## config.mk

```make
export PLATFORM = sky130hd
export DESIGN_NAME = hppd_top
export DESIGN_NICKNAME = d
export VERILOG_FILES = /design/src/logic/hppd_pkg.sv /design/src/logic/hppd_top.sv /design/src/logic/hppd_fault_filter.sv /design/src/logic/hppd_desc_rom.sv
export SDC_FILE = /design/constraint.sdc
export NUM_CORES = 1
export LEC_CHECK = 0
export ABC_AREA = 1
export BUFFER_PORTS_ARGS = -buffer_cell sky130_fd_sc_hd__buf_2
export CORE_ASPECT_RATIO = 0.9
export CORE_MARGIN = 1
export CORE_UTILIZATION = 63
export CTS_BUF_LIST = sky130_fd_sc_hd__clkbuf_2 sky130_fd_sc_hd__clkbuf_4 sky130_fd_sc_hd__clkbuf_8
export CTS_CLUSTER_DIAMETER = 60
export DETAILED_ROUTE_END_ITERATION = 10
export HOLD_SLACK_MARGIN = 0.03
export PLACE_DENSITY = 0.88
export SLEW_MARGIN = 0
export SYNTH_ARGS = -nofsm -noshare
export SYNTH_HDL_FRONTEND = slang
export SYNTH_SLANG_ARGS = --single-unit
```

## constraint.sdc

```tcl
create_clock -name i_clk_sys -period 3.2 [get_ports i_clk_sys]
set_clock_uncertainty 0.05 [all_clocks]
set_input_delay 0.16 -clock i_clk_sys [delete_from_list [all_inputs] [get_ports i_clk_sys]]
set_output_delay 0.16 -clock i_clk_sys [all_outputs]
set_load 0.005 [all_outputs]
```

## src/logic/hppd_pkg.sv

```systemverilog
/*
 * Package for the hub port power and descriptor block: clock rate, fault
 * qualification time, port count, descriptor byte values and indices.
 * Assumes a single 25 MHz system clock; nothing else is shared.
 */
package hppd_pkg;
   // System clock rate in kHz.
   localparam int unsigned CLK_KHZ = 25000;
   // Least time a sense dip must last to count as a fault, in microseconds.
   localparam int unsigned FAULT_TIME_US = 1000;
   // Cycles for the fault time, rounded up.
   localparam int unsigned FAULT_CYCLES = (FAULT_TIME_US * CLK_KHZ + 999) / 1000;
   // Number of downstream ports.
   localparam int unsigned NUM_PORTS = 4;
   // Reference clock rate expected for the oscillator, in kHz.
   localparam int unsigned REF_CLK_KHZ = 6000;
   // Descriptor type selector codes on the read port.
   localparam logic [1:0] SEL_DEVICE = 2'h0;
   localparam logic [1:0] SEL_CONFIG = 2'h1;
   localparam logic [1:0] SEL_IFACE = 2'h2;
   // Descriptor lengths in bytes.
   localparam logic [7:0] DEV_LEN = 8'h12;
   localparam logic [7:0] CFG_LEN = 8'h09;
   localparam logic [7:0] IFC_LEN = 8'h09;
   // Descriptor type bytes.
   localparam logic [7:0] DEV_TYPE = 8'h00;
   localparam logic [7:0] CFG_TYPE = 8'h02;
   localparam logic [7:0] IFC_TYPE = 8'h04;
   // Class and field values.
   localparam logic [15:0] USB_REL = 16'h0100;
   localparam logic [7:0] HUB_CLASS = 8'h09;
   localparam logic [7:0] EP0_MAXPKT = 8'h08;
   localparam logic [7:0] NUM_CONFIGS = 8'h01;
   localparam logic [15:0] CFG_TOTAL = 16'h0022;
   localparam logic [7:0] NUM_IFACES = 8'h01;
   localparam logic [7:0] CFG_VALUE = 8'h01;
   localparam logic [7:0] CFG_ATTR = 8'hA0;
   localparam logic [7:0] CFG_MAXPWR = 8'hFA;
   localparam logic [7:0] IFC_NUM_EP = 8'h01;
   localparam logic [7:0] ZERO_BYTE = 8'h00;
   // Status change bitmap: hub bit position.
   localparam int unsigned CHG_HUB_BIT = 0;
endpackage : hppd_pkg

```

## src/logic/hppd_top.sv

```systemverilog
/*
 * Hub port power and descriptor logic: per-port power switching with
 * overload cut-off, over-current status and change bits, connection
 * indicators, status change bitmap, oscillator stop in suspend and a
 * registered descriptor byte read port.
 * Assumes the request decoder outside decodes host requests into the
 * one-cycle pulses seen here, and the sense comparators are synchronous.
 */
`timescale 1ns/100ps
module hppd_top
   import hppd_pkg::*;
#(
   parameter int unsigned N_PORTS = NUM_PORTS, // Downstream port count.
   parameter int unsigned FAULT_CNT = FAULT_CYCLES, // Fault qualification cycles.
   parameter logic [15:0] VENDOR_ID = 16'h1234, // Arbitrary value.
   parameter logic [15:0] PRODUCT_ID = 16'h5678, // Arbitrary value.
   parameter logic [15:0] DEV_RELEASE = 16'h0100 // Arbitrary value.
)
(
   input wire logic i_clk_sys, // System clock, 25 MHz.
   input wire logic i_srst, // Synchronous reset, active high.
   input wire logic i_init_done, // Hub initialization complete.
   input wire logic i_suspend, // Hub is in the suspended state.
   input wire logic [N_PORTS-1:0] i_port_power_on_request, // Set port power pulse.
   input wire logic [N_PORTS-1:0] i_port_power_off_request, // Clear port power pulse.
   input wire logic [N_PORTS-1:0] i_port_enable, // Port enabled by the hub.
   input wire logic [N_PORTS-1:0] i_port_supply_sense, // High while supply above reference.
   input wire logic [N_PORTS-1:0] i_clr_oc_change, // Clear over-current change pulse.
   input wire logic i_hub_change, // Hub status change level.
   input wire logic [1:0] i_desc_sel, // Descriptor selector.
   input wire logic [4:0] i_desc_idx, // Descriptor byte index.
   output logic [N_PORTS-1:0] o_port_power_ctl_n_oe, // Low-drive enable of power pin.
   output logic [N_PORTS-1:0] o_port_power_ctl_n_out, // Driven level, always zero.
   output logic [N_PORTS-1:0] o_port_stat, // Connection indicator, high active.
   output logic [N_PORTS-1:0] o_port_over_current, // Over-current status bits.
   output logic [N_PORTS-1:0] o_c_port_over_current, // Over-current change bits.
   output logic [7:0] o_status_change, // Status change bitmap.
   output logic o_osc_run, // Oscillator enable.
   output logic [7:0] o_desc_byte, // Registered descriptor byte.
   output logic [7:0] o_desc_len // Registered descriptor length.
);
   import hppd_pkg::*;

   // Refuse port counts the bitmap and the design cannot carry.
   initial
   begin
      if (N_PORTS < 1 || N_PORTS > 7)
      begin
         $error("hppd_top: N_PORTS must lie between 1 and 7.");
      end
      if (FAULT_CNT < 1)
      begin
         $error("hppd_top: FAULT_CNT must be at least one.");
      end
   end

   // Hub start-up phases; power stays off until the hub is up.
   typedef enum logic [1:0]
   {
      ST_INIT = 2'b01,
      ST_RUN = 2'b10
   } hppd_state_t;

   hppd_state_t state_r; // Current phase.
   hppd_state_t state_nxt; // Next phase.
   logic running_w; // Hub initialized and accepting power requests.

   // Phase selection.
   always_comb
   begin
      case (state_r)
         ST_INIT: state_nxt = i_init_done ? ST_RUN : ST_INIT;
         ST_RUN: state_nxt = ST_RUN;
         default: state_nxt = ST_INIT;
      endcase
   end

   // Phase register.
   always_ff @(posedge i_clk_sys)
   begin
      if (i_srst)
      begin
         state_r <= ST_INIT;
      end
      else
      begin
         state_r <= state_nxt;
      end
   end

   assign running_w = (state_r == ST_RUN);

   logic [N_PORTS-1:0] power_r; // Port power switched on.
   logic [N_PORTS-1:0] power_nxt; // Next power state.
   logic [N_PORTS-1:0] oc_r; // Over-current status.
   logic [N_PORTS-1:0] oc_nxt; // Next over-current status.
   logic [N_PORTS-1:0] coc_r; // Over-current change.
   logic [N_PORTS-1:0] coc_nxt; // Next over-current change.
   logic [N_PORTS-1:0] stat_r; // Indicator state.
   logic [N_PORTS-1:0] stat_nxt; // Next indicator state.
   logic [N_PORTS-1:0] fault_w; // Qualified fault pulses.

   // Per-port fault filter and next-state logic.
   genvar gp;
   generate
      for (gp = 0; gp < N_PORTS; gp++)
      begin : g_port
         hppd_fault_filter #(
            .CYCLES(FAULT_CNT)
         ) u_filt (
            .i_clk_sys(i_clk_sys),
            .i_srst(i_srst),
            .i_arm(power_r[gp]),
            .i_low(!i_port_supply_sense[gp]),
            .o_fault(fault_w[gp])
         );

         // A fault wins over a same-cycle power-on request, so a short stays off.
         assign power_nxt[gp] = !running_w ? 1'b0 :
                                fault_w[gp] ? 1'b0 :
                                i_port_power_on_request[gp] ? 1'b1 :
                                i_port_power_off_request[gp] ? 1'b0 : power_r[gp];

         // Status follows the fault and clears when power is requested again.
         assign oc_nxt[gp] = fault_w[gp] ? 1'b1 :
                             (i_port_power_on_request[gp] ? 1'b0 : oc_r[gp]);

         // Change bit: the set wins over a clear arriving in the same cycle.
         assign coc_nxt[gp] = fault_w[gp] ? 1'b1 :
                              (i_clr_oc_change[gp] ? 1'b0 : coc_r[gp]);

         // Indicator shows an enabled, powered port.
         assign stat_nxt[gp] = power_nxt[gp] && i_port_enable[gp];
      end
   endgenerate

   // Port state registers; reset leaves every port unpowered.
   always_ff @(posedge i_clk_sys)
   begin
      if (i_srst)
      begin
         power_r <= '0;
         oc_r <= '0;
         coc_r <= '0;
         stat_r <= '0;
      end
      else
      begin
         power_r <= power_nxt;
         oc_r <= oc_nxt;
         coc_r <= coc_nxt;
         stat_r <= stat_nxt;
      end
   end

   // Open drain: enable drives the pin low, otherwise the pull-up holds it high.
   assign o_port_power_ctl_n_oe = power_r;
   assign o_port_power_ctl_n_out = '0;
   assign o_port_stat = stat_r;
   assign o_port_over_current = oc_r;
   assign o_c_port_over_current = coc_r;

   logic [7:0] chg_r; // Status change bitmap register.
   logic [7:0] chg_nxt; // Next bitmap.

   // Bit 0 carries the hub change, ports follow, spare bits stay zero.
   assign chg_nxt = 8'({coc_r, i_hub_change});

   // Bitmap register.
   always_ff @(posedge i_clk_sys)
   begin
      if (i_srst)
      begin
         chg_r <= '0;
      end
      else
      begin
         chg_r <= chg_nxt;
      end
   end

   assign o_status_change = chg_r;

   logic osc_r; // Oscillator enable register.

   // The oscillator is held off while suspended to save power; the system
   // clock here is assumed to be the PLL output from the 6 MHz reference.
   always_ff @(posedge i_clk_sys)
   begin
      if (i_srst)
      begin
         osc_r <= 1'b1;
      end
      else
      begin
         osc_r <= !i_suspend;
      end
   end

   assign o_osc_run = osc_r;

   logic [7:0] rom_byte_w; // Descriptor byte from the table.
   logic [7:0] rom_len_w; // Descriptor length from the table.

   hppd_desc_rom #(
      .VENDOR_ID(VENDOR_ID),
      .PRODUCT_ID(PRODUCT_ID),
      .DEV_RELEASE(DEV_RELEASE)
   ) u_rom (
      .i_sel(i_desc_sel),
      .i_idx(i_desc_idx),
      .o_byte(rom_byte_w),
      .o_len(rom_len_w)
   );

   logic [7:0] desc_byte_r; // Registered descriptor byte.
   logic [7:0] desc_len_r; // Registered descriptor length.

   // Descriptor read port, one cycle of latency.
   always_ff @(posedge i_clk_sys)
   begin
      if (i_srst)
      begin
         desc_byte_r <= '0;
         desc_len_r <= '0;
      end
      else
      begin
         desc_byte_r <= rom_byte_w;
         desc_len_r <= rom_len_w;
      end
   end

   assign o_desc_byte = desc_byte_r;
   assign o_desc_len = desc_len_r;

   // Power may only stand once the hub has left initialization.
   chk_power_needs_run: assert property (@(posedge i_clk_sys) disable iff (i_srst)
      o_port_power_ctl_n_oe != '0 |-> running_w) else $error("Power while not running.");

   // Power on port 0 never appears without a request just before it.
   chk_power_after_req: assert property (@(posedge i_clk_sys) disable iff (i_srst)
      $rose(o_port_power_ctl_n_oe[0]) |-> $past(i_port_power_on_request[0]))
      else $error("Power rose without request.");

   // A request taken while running powers the port at the next edge.
   chk_req_powers: assert property (@(posedge i_clk_sys) disable iff (i_srst)
      running_w && i_port_power_on_request[0] && !fault_w[0] |=> o_port_power_ctl_n_oe[0])
      else $error("Request did not power the port.");

   // A qualified fault drops the power and raises the status bit together.
   chk_fault_cuts_power: assert property (@(posedge i_clk_sys) disable iff (i_srst)
      fault_w[0] |=> !o_port_power_ctl_n_oe[0] && o_port_over_current[0])
      else $error("Fault did not cut power.");

   // The change bit follows the fault, and the bitmap one cycle after it.
   chk_fault_sets_chg: assert property (@(posedge i_clk_sys) disable iff (i_srst)
      fault_w[0] |=> o_c_port_over_current[0] ##1 o_status_change[1])
      else $error("Fault change bit missing.");

   // Over-current status stands until the host powers the port again.
   chk_oc_holds: assert property (@(posedge i_clk_sys) disable iff (i_srst)
      o_port_over_current[0] && !i_port_power_on_request[0] |=> o_port_over_current[0])
      else $error("Over-current status dropped early.");

   // The indicator never shows on an unpowered port.
   chk_stat_when_on: assert property (@(posedge i_clk_sys) disable iff (i_srst)
      o_port_stat[0] |-> o_port_power_ctl_n_oe[0]) else $error("Indicator while off.");

   // A powered port that was enabled shows its indicator.
   chk_stat_follows_en: assert property (@(posedge i_clk_sys) disable iff (i_srst)
      o_port_power_ctl_n_oe[0] && $past(i_port_enable[0]) |-> o_port_stat[0])
      else $error("Indicator missing on enabled port.");

   // Bits above the last port are spare; the shift keeps this legal for any port count.
   chk_bitmap_spare: assert property (@(posedge i_clk_sys) disable iff (i_srst)
      (o_status_change >> (N_PORTS + 1)) == '0) else $error("Spare bitmap bits set.");

   // The oscillator stops the cycle after suspend is seen.
   chk_osc_suspend: assert property (@(posedge i_clk_sys) disable iff (i_srst)
      i_suspend |=> !o_osc_run) else $error("Oscillator ran in suspend.");

   // It starts again the cycle after suspend ends.
   chk_osc_resume: assert property (@(posedge i_clk_sys) disable iff (i_srst)
      !i_suspend |=> o_osc_run) else $error("Oscillator held off while awake.");

   // Selecting the device descriptor reads its length one cycle later.
   chk_desc_len: assert property (@(posedge i_clk_sys) disable iff (i_srst)
      i_desc_sel == SEL_DEVICE |=> o_desc_len == DEV_LEN) else $error("Bad device length.");

   // Independent tally of each dip, kept apart from the filter so that the
   // dip checks do not merely restate the filter's own arithmetic.
   localparam int unsigned LRW = $clog2(FAULT_CNT + 2);

   genvar gc;
   generate
      for (gc = 0; gc < N_PORTS; gc++)
      begin : g_chk
         logic [LRW-1:0] low_run_r; // Powered cycles with the supply below reference.

         // The tally saturates at the limit and restarts when the supply recovers.
         always_ff @(posedge i_clk_sys)
         begin
            if (i_srst || !power_r[gc] || i_port_supply_sense[gc])
            begin
               low_run_r <= '0;
            end
            else if (low_run_r != LRW'(FAULT_CNT))
            begin
               low_run_r <= low_run_r + 1'b1;
            end
         end

         // A dip shorter than the limit never trips the port.
         chk_short_dip_ok: assert property (@(posedge i_clk_sys) disable iff (i_srst)
            fault_w[gc] |-> low_run_r == LRW'(FAULT_CNT) && !i_port_supply_sense[gc])
            else $error("Fault on a short dip.");

         // A dip that outlasts the limit always trips the port.
         chk_long_dip_trips: assert property (@(posedge i_clk_sys) disable iff (i_srst)
            power_r[gc] && !i_port_supply_sense[gc] && low_run_r == LRW'(FAULT_CNT) |->
            fault_w[gc]) else $error("Long dip did not trip.");
      end
   endgenerate
endmodule : hppd_top

```

## src/logic/hppd_fault_filter.sv

```systemverilog
/*
 * One port's supply fault qualifier: counts cycles while the sense input
 * sits below the reference and holds o_fault high for as long as the dip
 * continues, once the dip has lasted longer than the qualification time.
 * Assumes the sense comparator output is synchronous to i_clk_sys.
 */
`timescale 1ns/100ps
module hppd_fault_filter
   import hppd_pkg::*;
#(
   parameter int unsigned CYCLES = FAULT_CYCLES // Qualification length in cycles.
)
(
   input wire logic i_clk_sys, // System clock.
   input wire logic i_srst, // Synchronous reset, active high.
   input wire logic i_arm, // Count only while the port is powered.
   input wire logic i_low, // Supply sense below the reference.
   output logic o_fault // High while a qualified fault lasts and the port stays armed.
);
   localparam int unsigned CW = $clog2(CYCLES + 2);

   initial
   begin
      if (CYCLES < 1)
      begin
         $error("hppd_fault_filter: CYCLES must be at least one.");
      end
   end

   logic [CW-1:0] cnt_r; // Cycles spent below the reference.
   logic [CW-1:0] cnt_nxt; // Next count.
   logic done_w; // Dip has now lasted as long as the limit.

   // The count restarts on any return above the threshold, so short dips vanish.
   assign done_w = (cnt_r == CW'(CYCLES));
   assign cnt_nxt = (!i_arm || !i_low) ? '0 : (done_w ? cnt_r : cnt_r + 1'b1);

   // Counter register.
   always_ff @(posedge i_clk_sys)
   begin
      if (i_srst)
      begin
         cnt_r <= '0;
      end
      else
      begin
         cnt_r <= cnt_nxt;
      end
   end

   // Fault fires while the count stands at the limit and the dip continues.
   assign o_fault = done_w && i_arm && i_low;

   chk_fault_needs_dip: assert property (@(posedge i_clk_sys) disable iff (i_srst)
      o_fault |-> $past(i_low) && $past(i_arm)) else $error("Fault without a dip.");
endmodule : hppd_fault_filter

```

## src/logic/hppd_desc_rom.sv

```systemverilog
/*
 * Fixed descriptor contents for the device, configuration and interface
 * descriptors, read one byte at a time by selector and byte index.
 * Assumes the request decoder outside picks the selector and index.
 */
`timescale 1ns/100ps
module hppd_desc_rom
   import hppd_pkg::*;
#(
   parameter logic [15:0] VENDOR_ID = 16'h1234, // Arbitrary value.
   parameter logic [15:0] PRODUCT_ID = 16'h5678, // Arbitrary value.
   parameter logic [15:0] DEV_RELEASE = 16'h0100 // Arbitrary value.
)
(
   input wire logic [1:0] i_sel, // Descriptor selector.
   input wire logic [4:0] i_idx, // Byte index within the descriptor.
   output logic [7:0] o_byte, // Byte at that index.
   output logic [7:0] o_len // Length of the chosen descriptor.
);
   import hppd_pkg::*;

   logic [7:0] dev_w [0:17]; // Device descriptor bytes.
   logic [7:0] cfg_w [0:8]; // Configuration descriptor bytes.
   logic [7:0] ifc_w [0:8]; // Interface descriptor bytes.

   // Device descriptor; 16-bit fields go low byte first.
   assign dev_w[0] = DEV_LEN;
   assign dev_w[1] = DEV_TYPE;
   assign dev_w[2] = USB_REL[7:0];
   assign dev_w[3] = USB_REL[15:8];
   assign dev_w[4] = HUB_CLASS;
   assign dev_w[5] = ZERO_BYTE;
   assign dev_w[6] = ZERO_BYTE;
   assign dev_w[7] = EP0_MAXPKT;
   assign dev_w[8] = VENDOR_ID[7:0];
   assign dev_w[9] = VENDOR_ID[15:8];
   assign dev_w[10] = PRODUCT_ID[7:0];
   assign dev_w[11] = PRODUCT_ID[15:8];
   assign dev_w[12] = DEV_RELEASE[7:0];
   assign dev_w[13] = DEV_RELEASE[15:8];
   assign dev_w[14] = ZERO_BYTE;
   assign dev_w[15] = ZERO_BYTE;
   assign dev_w[16] = ZERO_BYTE;
   assign dev_w[17] = NUM_CONFIGS;

   // Configuration descriptor.
   assign cfg_w[0] = CFG_LEN;
   assign cfg_w[1] = CFG_TYPE;
   assign cfg_w[2] = CFG_TOTAL[7:0];
   assign cfg_w[3] = CFG_TOTAL[15:8];
   assign cfg_w[4] = NUM_IFACES;
   assign cfg_w[5] = CFG_VALUE;
   assign cfg_w[6] = ZERO_BYTE;
   assign cfg_w[7] = CFG_ATTR;
   assign cfg_w[8] = CFG_MAXPWR;

   // Interface descriptor.
   assign ifc_w[0] = IFC_LEN;
   assign ifc_w[1] = IFC_TYPE;
   assign ifc_w[2] = ZERO_BYTE;
   assign ifc_w[3] = ZERO_BYTE;
   assign ifc_w[4] = IFC_NUM_EP;
   assign ifc_w[5] = HUB_CLASS;
   assign ifc_w[6] = ZERO_BYTE;
   assign ifc_w[7] = ZERO_BYTE;
   assign ifc_w[8] = ZERO_BYTE;

   logic in_dev_w; // Index inside the device descriptor.
   logic in_nine_w; // Index inside a nine-byte descriptor.
   assign in_dev_w = (8'(i_idx) < DEV_LEN);
   assign in_nine_w = (8'(i_idx) < CFG_LEN);

   // Out-of-range indices and unknown selectors read as zero.
   assign o_byte = (i_sel == SEL_DEVICE && in_dev_w) ? dev_w[i_idx] :
                   (i_sel == SEL_CONFIG && in_nine_w) ? cfg_w[i_idx[3:0]] :
                   (i_sel == SEL_IFACE && in_nine_w) ? ifc_w[i_idx[3:0]] : ZERO_BYTE;
   assign o_len = (i_sel == SEL_DEVICE) ? DEV_LEN :
                  (i_sel == SEL_CONFIG) ? CFG_LEN :
                  (i_sel == SEL_IFACE) ? IFC_LEN : ZERO_BYTE;
endmodule : hppd_desc_rom

```

==> metrics.cfg <==
[critical_path]
cp_max_fo=4
crit_type=reg2reg
cp-end-kind=flip-flop
worst_ep_required_time_ps=3400
critPathArrivalTime_ps=1710
worst_setup_path_start_kind=flip-flop

[sta]
min_period_ps=1510
min_period_over_period_pct=47.2
fin_tns_setup_ps=0
drv_slew=0
slew-limit-headroom_pct=57.6
rsz0062_at_grt=no
tightest_slew_ps=636
hold_violations=0
setup_viol=0
max_freq_mhz=662

[global_routing]
antenna_found_initial=0
overflow=0
grt_use_total_pct=28.8
grt_pass1_vias=4354
grt_pass1_wl_mm=18.2
grt_start_max_net_pins=30

[route]
ant_nets=0
wl_per_cell_um=12.4
drt_wl_total_mm=10.7
drtPass1Iterations=5
drt_iter0_markers=237
routed_via_density=5.27
dr_total_vias=4535
drc=0

[yosys]
syn_area_um2=4740
synth_seq_area_share_pct=39.7
yosysTopAreaCell=dfxtp_1
synthCells=686
yosysWarnings=0
synth_most_common_cell=nand2_1
netlist-cell-type-count=31
async_flop_share_pct=0
synth_edf_count=0
ys_seq_elements=94
synth_common_cells=nand2_1 (133), inv_1 (116), nor2_1 (99)
syn_avg_cell_area_um2=6.91
yosysTopAreaCellShare_pct=39.7
synthTopCellsByArea=dfxtp_1 (40%), nand2_1 (11%), inv_1 (9.2%), nor2_1 (7.8%), a21oi_1 (6.1%)
synth_top_flop_cell=dfxtp_1

[power]
power.internal_mw=1.91
p_switching_mw=0.485
pwr-share-seq_pct=49.2
clkPwrFrac_pct=45.9
p_sw_share_pct=20.2
peakVddDrop_uv=380
p_leak_nw=2.21
p_per_area_nw_per_um2=437
power_frac_comb_pct=4.9

[worst_hold_path]
hp-class=in2reg

[clock_network]
numCtsBuffers=9
clk_latency_ps=360
cts_buffer_depth=2
h-tree-depth=3
cts_root_buffer=clkbuf_8
clkSlewWorstSetupHoldPaths_ps=90
cts_resized=0
cts_sinks=94
cts_tree=built

[cells_and_area]
drive_above_1_share_pct=13.7
multiInputGateArea_um2=2280
areaGrowthSynthToFinish_pct=15.6
fillers=544
diodes=0
register_area_um2=1880
nNetsFinal=811
fin_util_pct=76.7

[placed_design]
io_buffers=65
finalWeightedCongestion=0.938
hpwl_mm=7.96

[floorplan]
start_util_pct=66.3
core_area_um2=7150
die_width_um=93.4
dieArea_um2=7880
rows=29
ios=77
die_y_um=84.3

[outcome]
outcome=finished, final reports clean

[job]
maxCapViolations=0

-- per-stage QoR --
step	hold slack, ps	setup slack [ps]	total power [mW]	std cells	area, µm²
2_1_floorplan	179	1890	1.28	696	4780
3_3_place_gp	279	1680	1.31	830	5050
3_5_place_dp	289	1600	1.31	830	5050
4_1_cts	35.7	1700	2.41	860	5480
5_1_grt	35.8	1510	2.47	860	5480
6_report	48.4	1690	2.40	860	5480
-- what timing repair did --
action,in CTS,in global routing
hold buffers,14,0
buffers inserted,0,0
endpoints found under the hold margin,14,0
-- flip-flops by register name, indices dropped and copies added, names as in the netlist, 2 cells and up --
signal                 count
g_port.u_filt.cnt_r       60
o_desc_len                 2
o_desc_byte                8
o_status_change            5
o_port_over_current        4
o_c_port_over_current      4
state_r                    2
o_port_power_ctl_n_oe      4
o_port_stat                4
-- final timing paths --
path	start	to	slack [ps]	depth (start not counted)
hold / removal	i_port_power_on_request[1]	o_port_over_current[1]	50	4
hold reg to reg	o_c_port_over_current[0]	o_status_change[1]	400	2
setup reg to reg	g_port[0].u_filt.cnt_r[1]	g_port[0].u_filt.cnt_r[12]	1690	6
setup / recovery	g_port[0].u_filt.cnt_r[1]	g_port[0].u_filt.cnt_r[12]	1690	6
-- cells by family (layout without fill, tap and decap cells) --
family	Yosys count	after routing	synth area share (%)
flip-flops	94	94	39.7
AND/OR/NAND/NOR	339	339	32.4
XOR/XNOR	3	3	0.554
buffers and inverters	142	213	12.9
AO/OA/AOI/OAI	90	90	9.87
other	1	11	0.0791
adder cells (fa/ha/maj)	17	17	4.49
-- worst max-delay path, stage by stage, from the launching register on --
cell      delay (ps)
dfxtp_1          380
ha_1             190
nand2_1           90
nor2_1           240
nand3b_1         200
o21ai_0          190
nor2_1            70
-- power groups by stage --
stage                     logic (mW)  clock network [mW]  registers (mW)
after floorplan               0.0700                   0            1.21
after global placement        0.0995                   0            1.21
after detailed placement       0.102                   0            1.21
after CTS                      0.116                1.11            1.18
after global routing           0.132                1.15            1.18
final                          0.118                1.10            1.18
-- layer usage --
metal,up-vias,track usage (%),share of wire [%]
li1,2306,-,-
met1,2081,33.4,43
met2,121,51.2,50
met3,27,5.98,3.9
met4,0,12.0,2.8
met5,-,0,0
-- area by class of cell --
type | instances | area share, %
tap | 93 | 2.12
multi-input combinational | 460 | 41.7
clock buffer | 10 | 2.40
clock inverter | 6 | 2.88
inverter | 118 | 8.08
timing repair buffer | 79 | 8.49
sequential | 94 | 34.3
-- cells in the final DEF, fill, tap and decap left out, drive strengths merged --
| cell type | n |
|---|---|
| o32ai | 4 |
| xnor2 | 1 |
| o21ai | 27 |
| nand4 | 30 |
| nand3b | 4 |
| nand3 | 36 |
| clkinvlp | 1 |
| clkbuf | 10 |
| o211ai | 1 |
| conb | 11 |
| nor3 | 16 |
| buf | 65 |
| inv | 117 |
| bufinv | 5 |
| dlygate4sd3 | 14 |
| clkinv | 1 |
| xor2 | 2 |
| or2 | 8 |
| nand2 | 139 |
| ha | 17 |
| a21oi | 58 |
| dfxtp | 94 |
| nor2 | 106 |
Power figures use the tool's default switching activity.
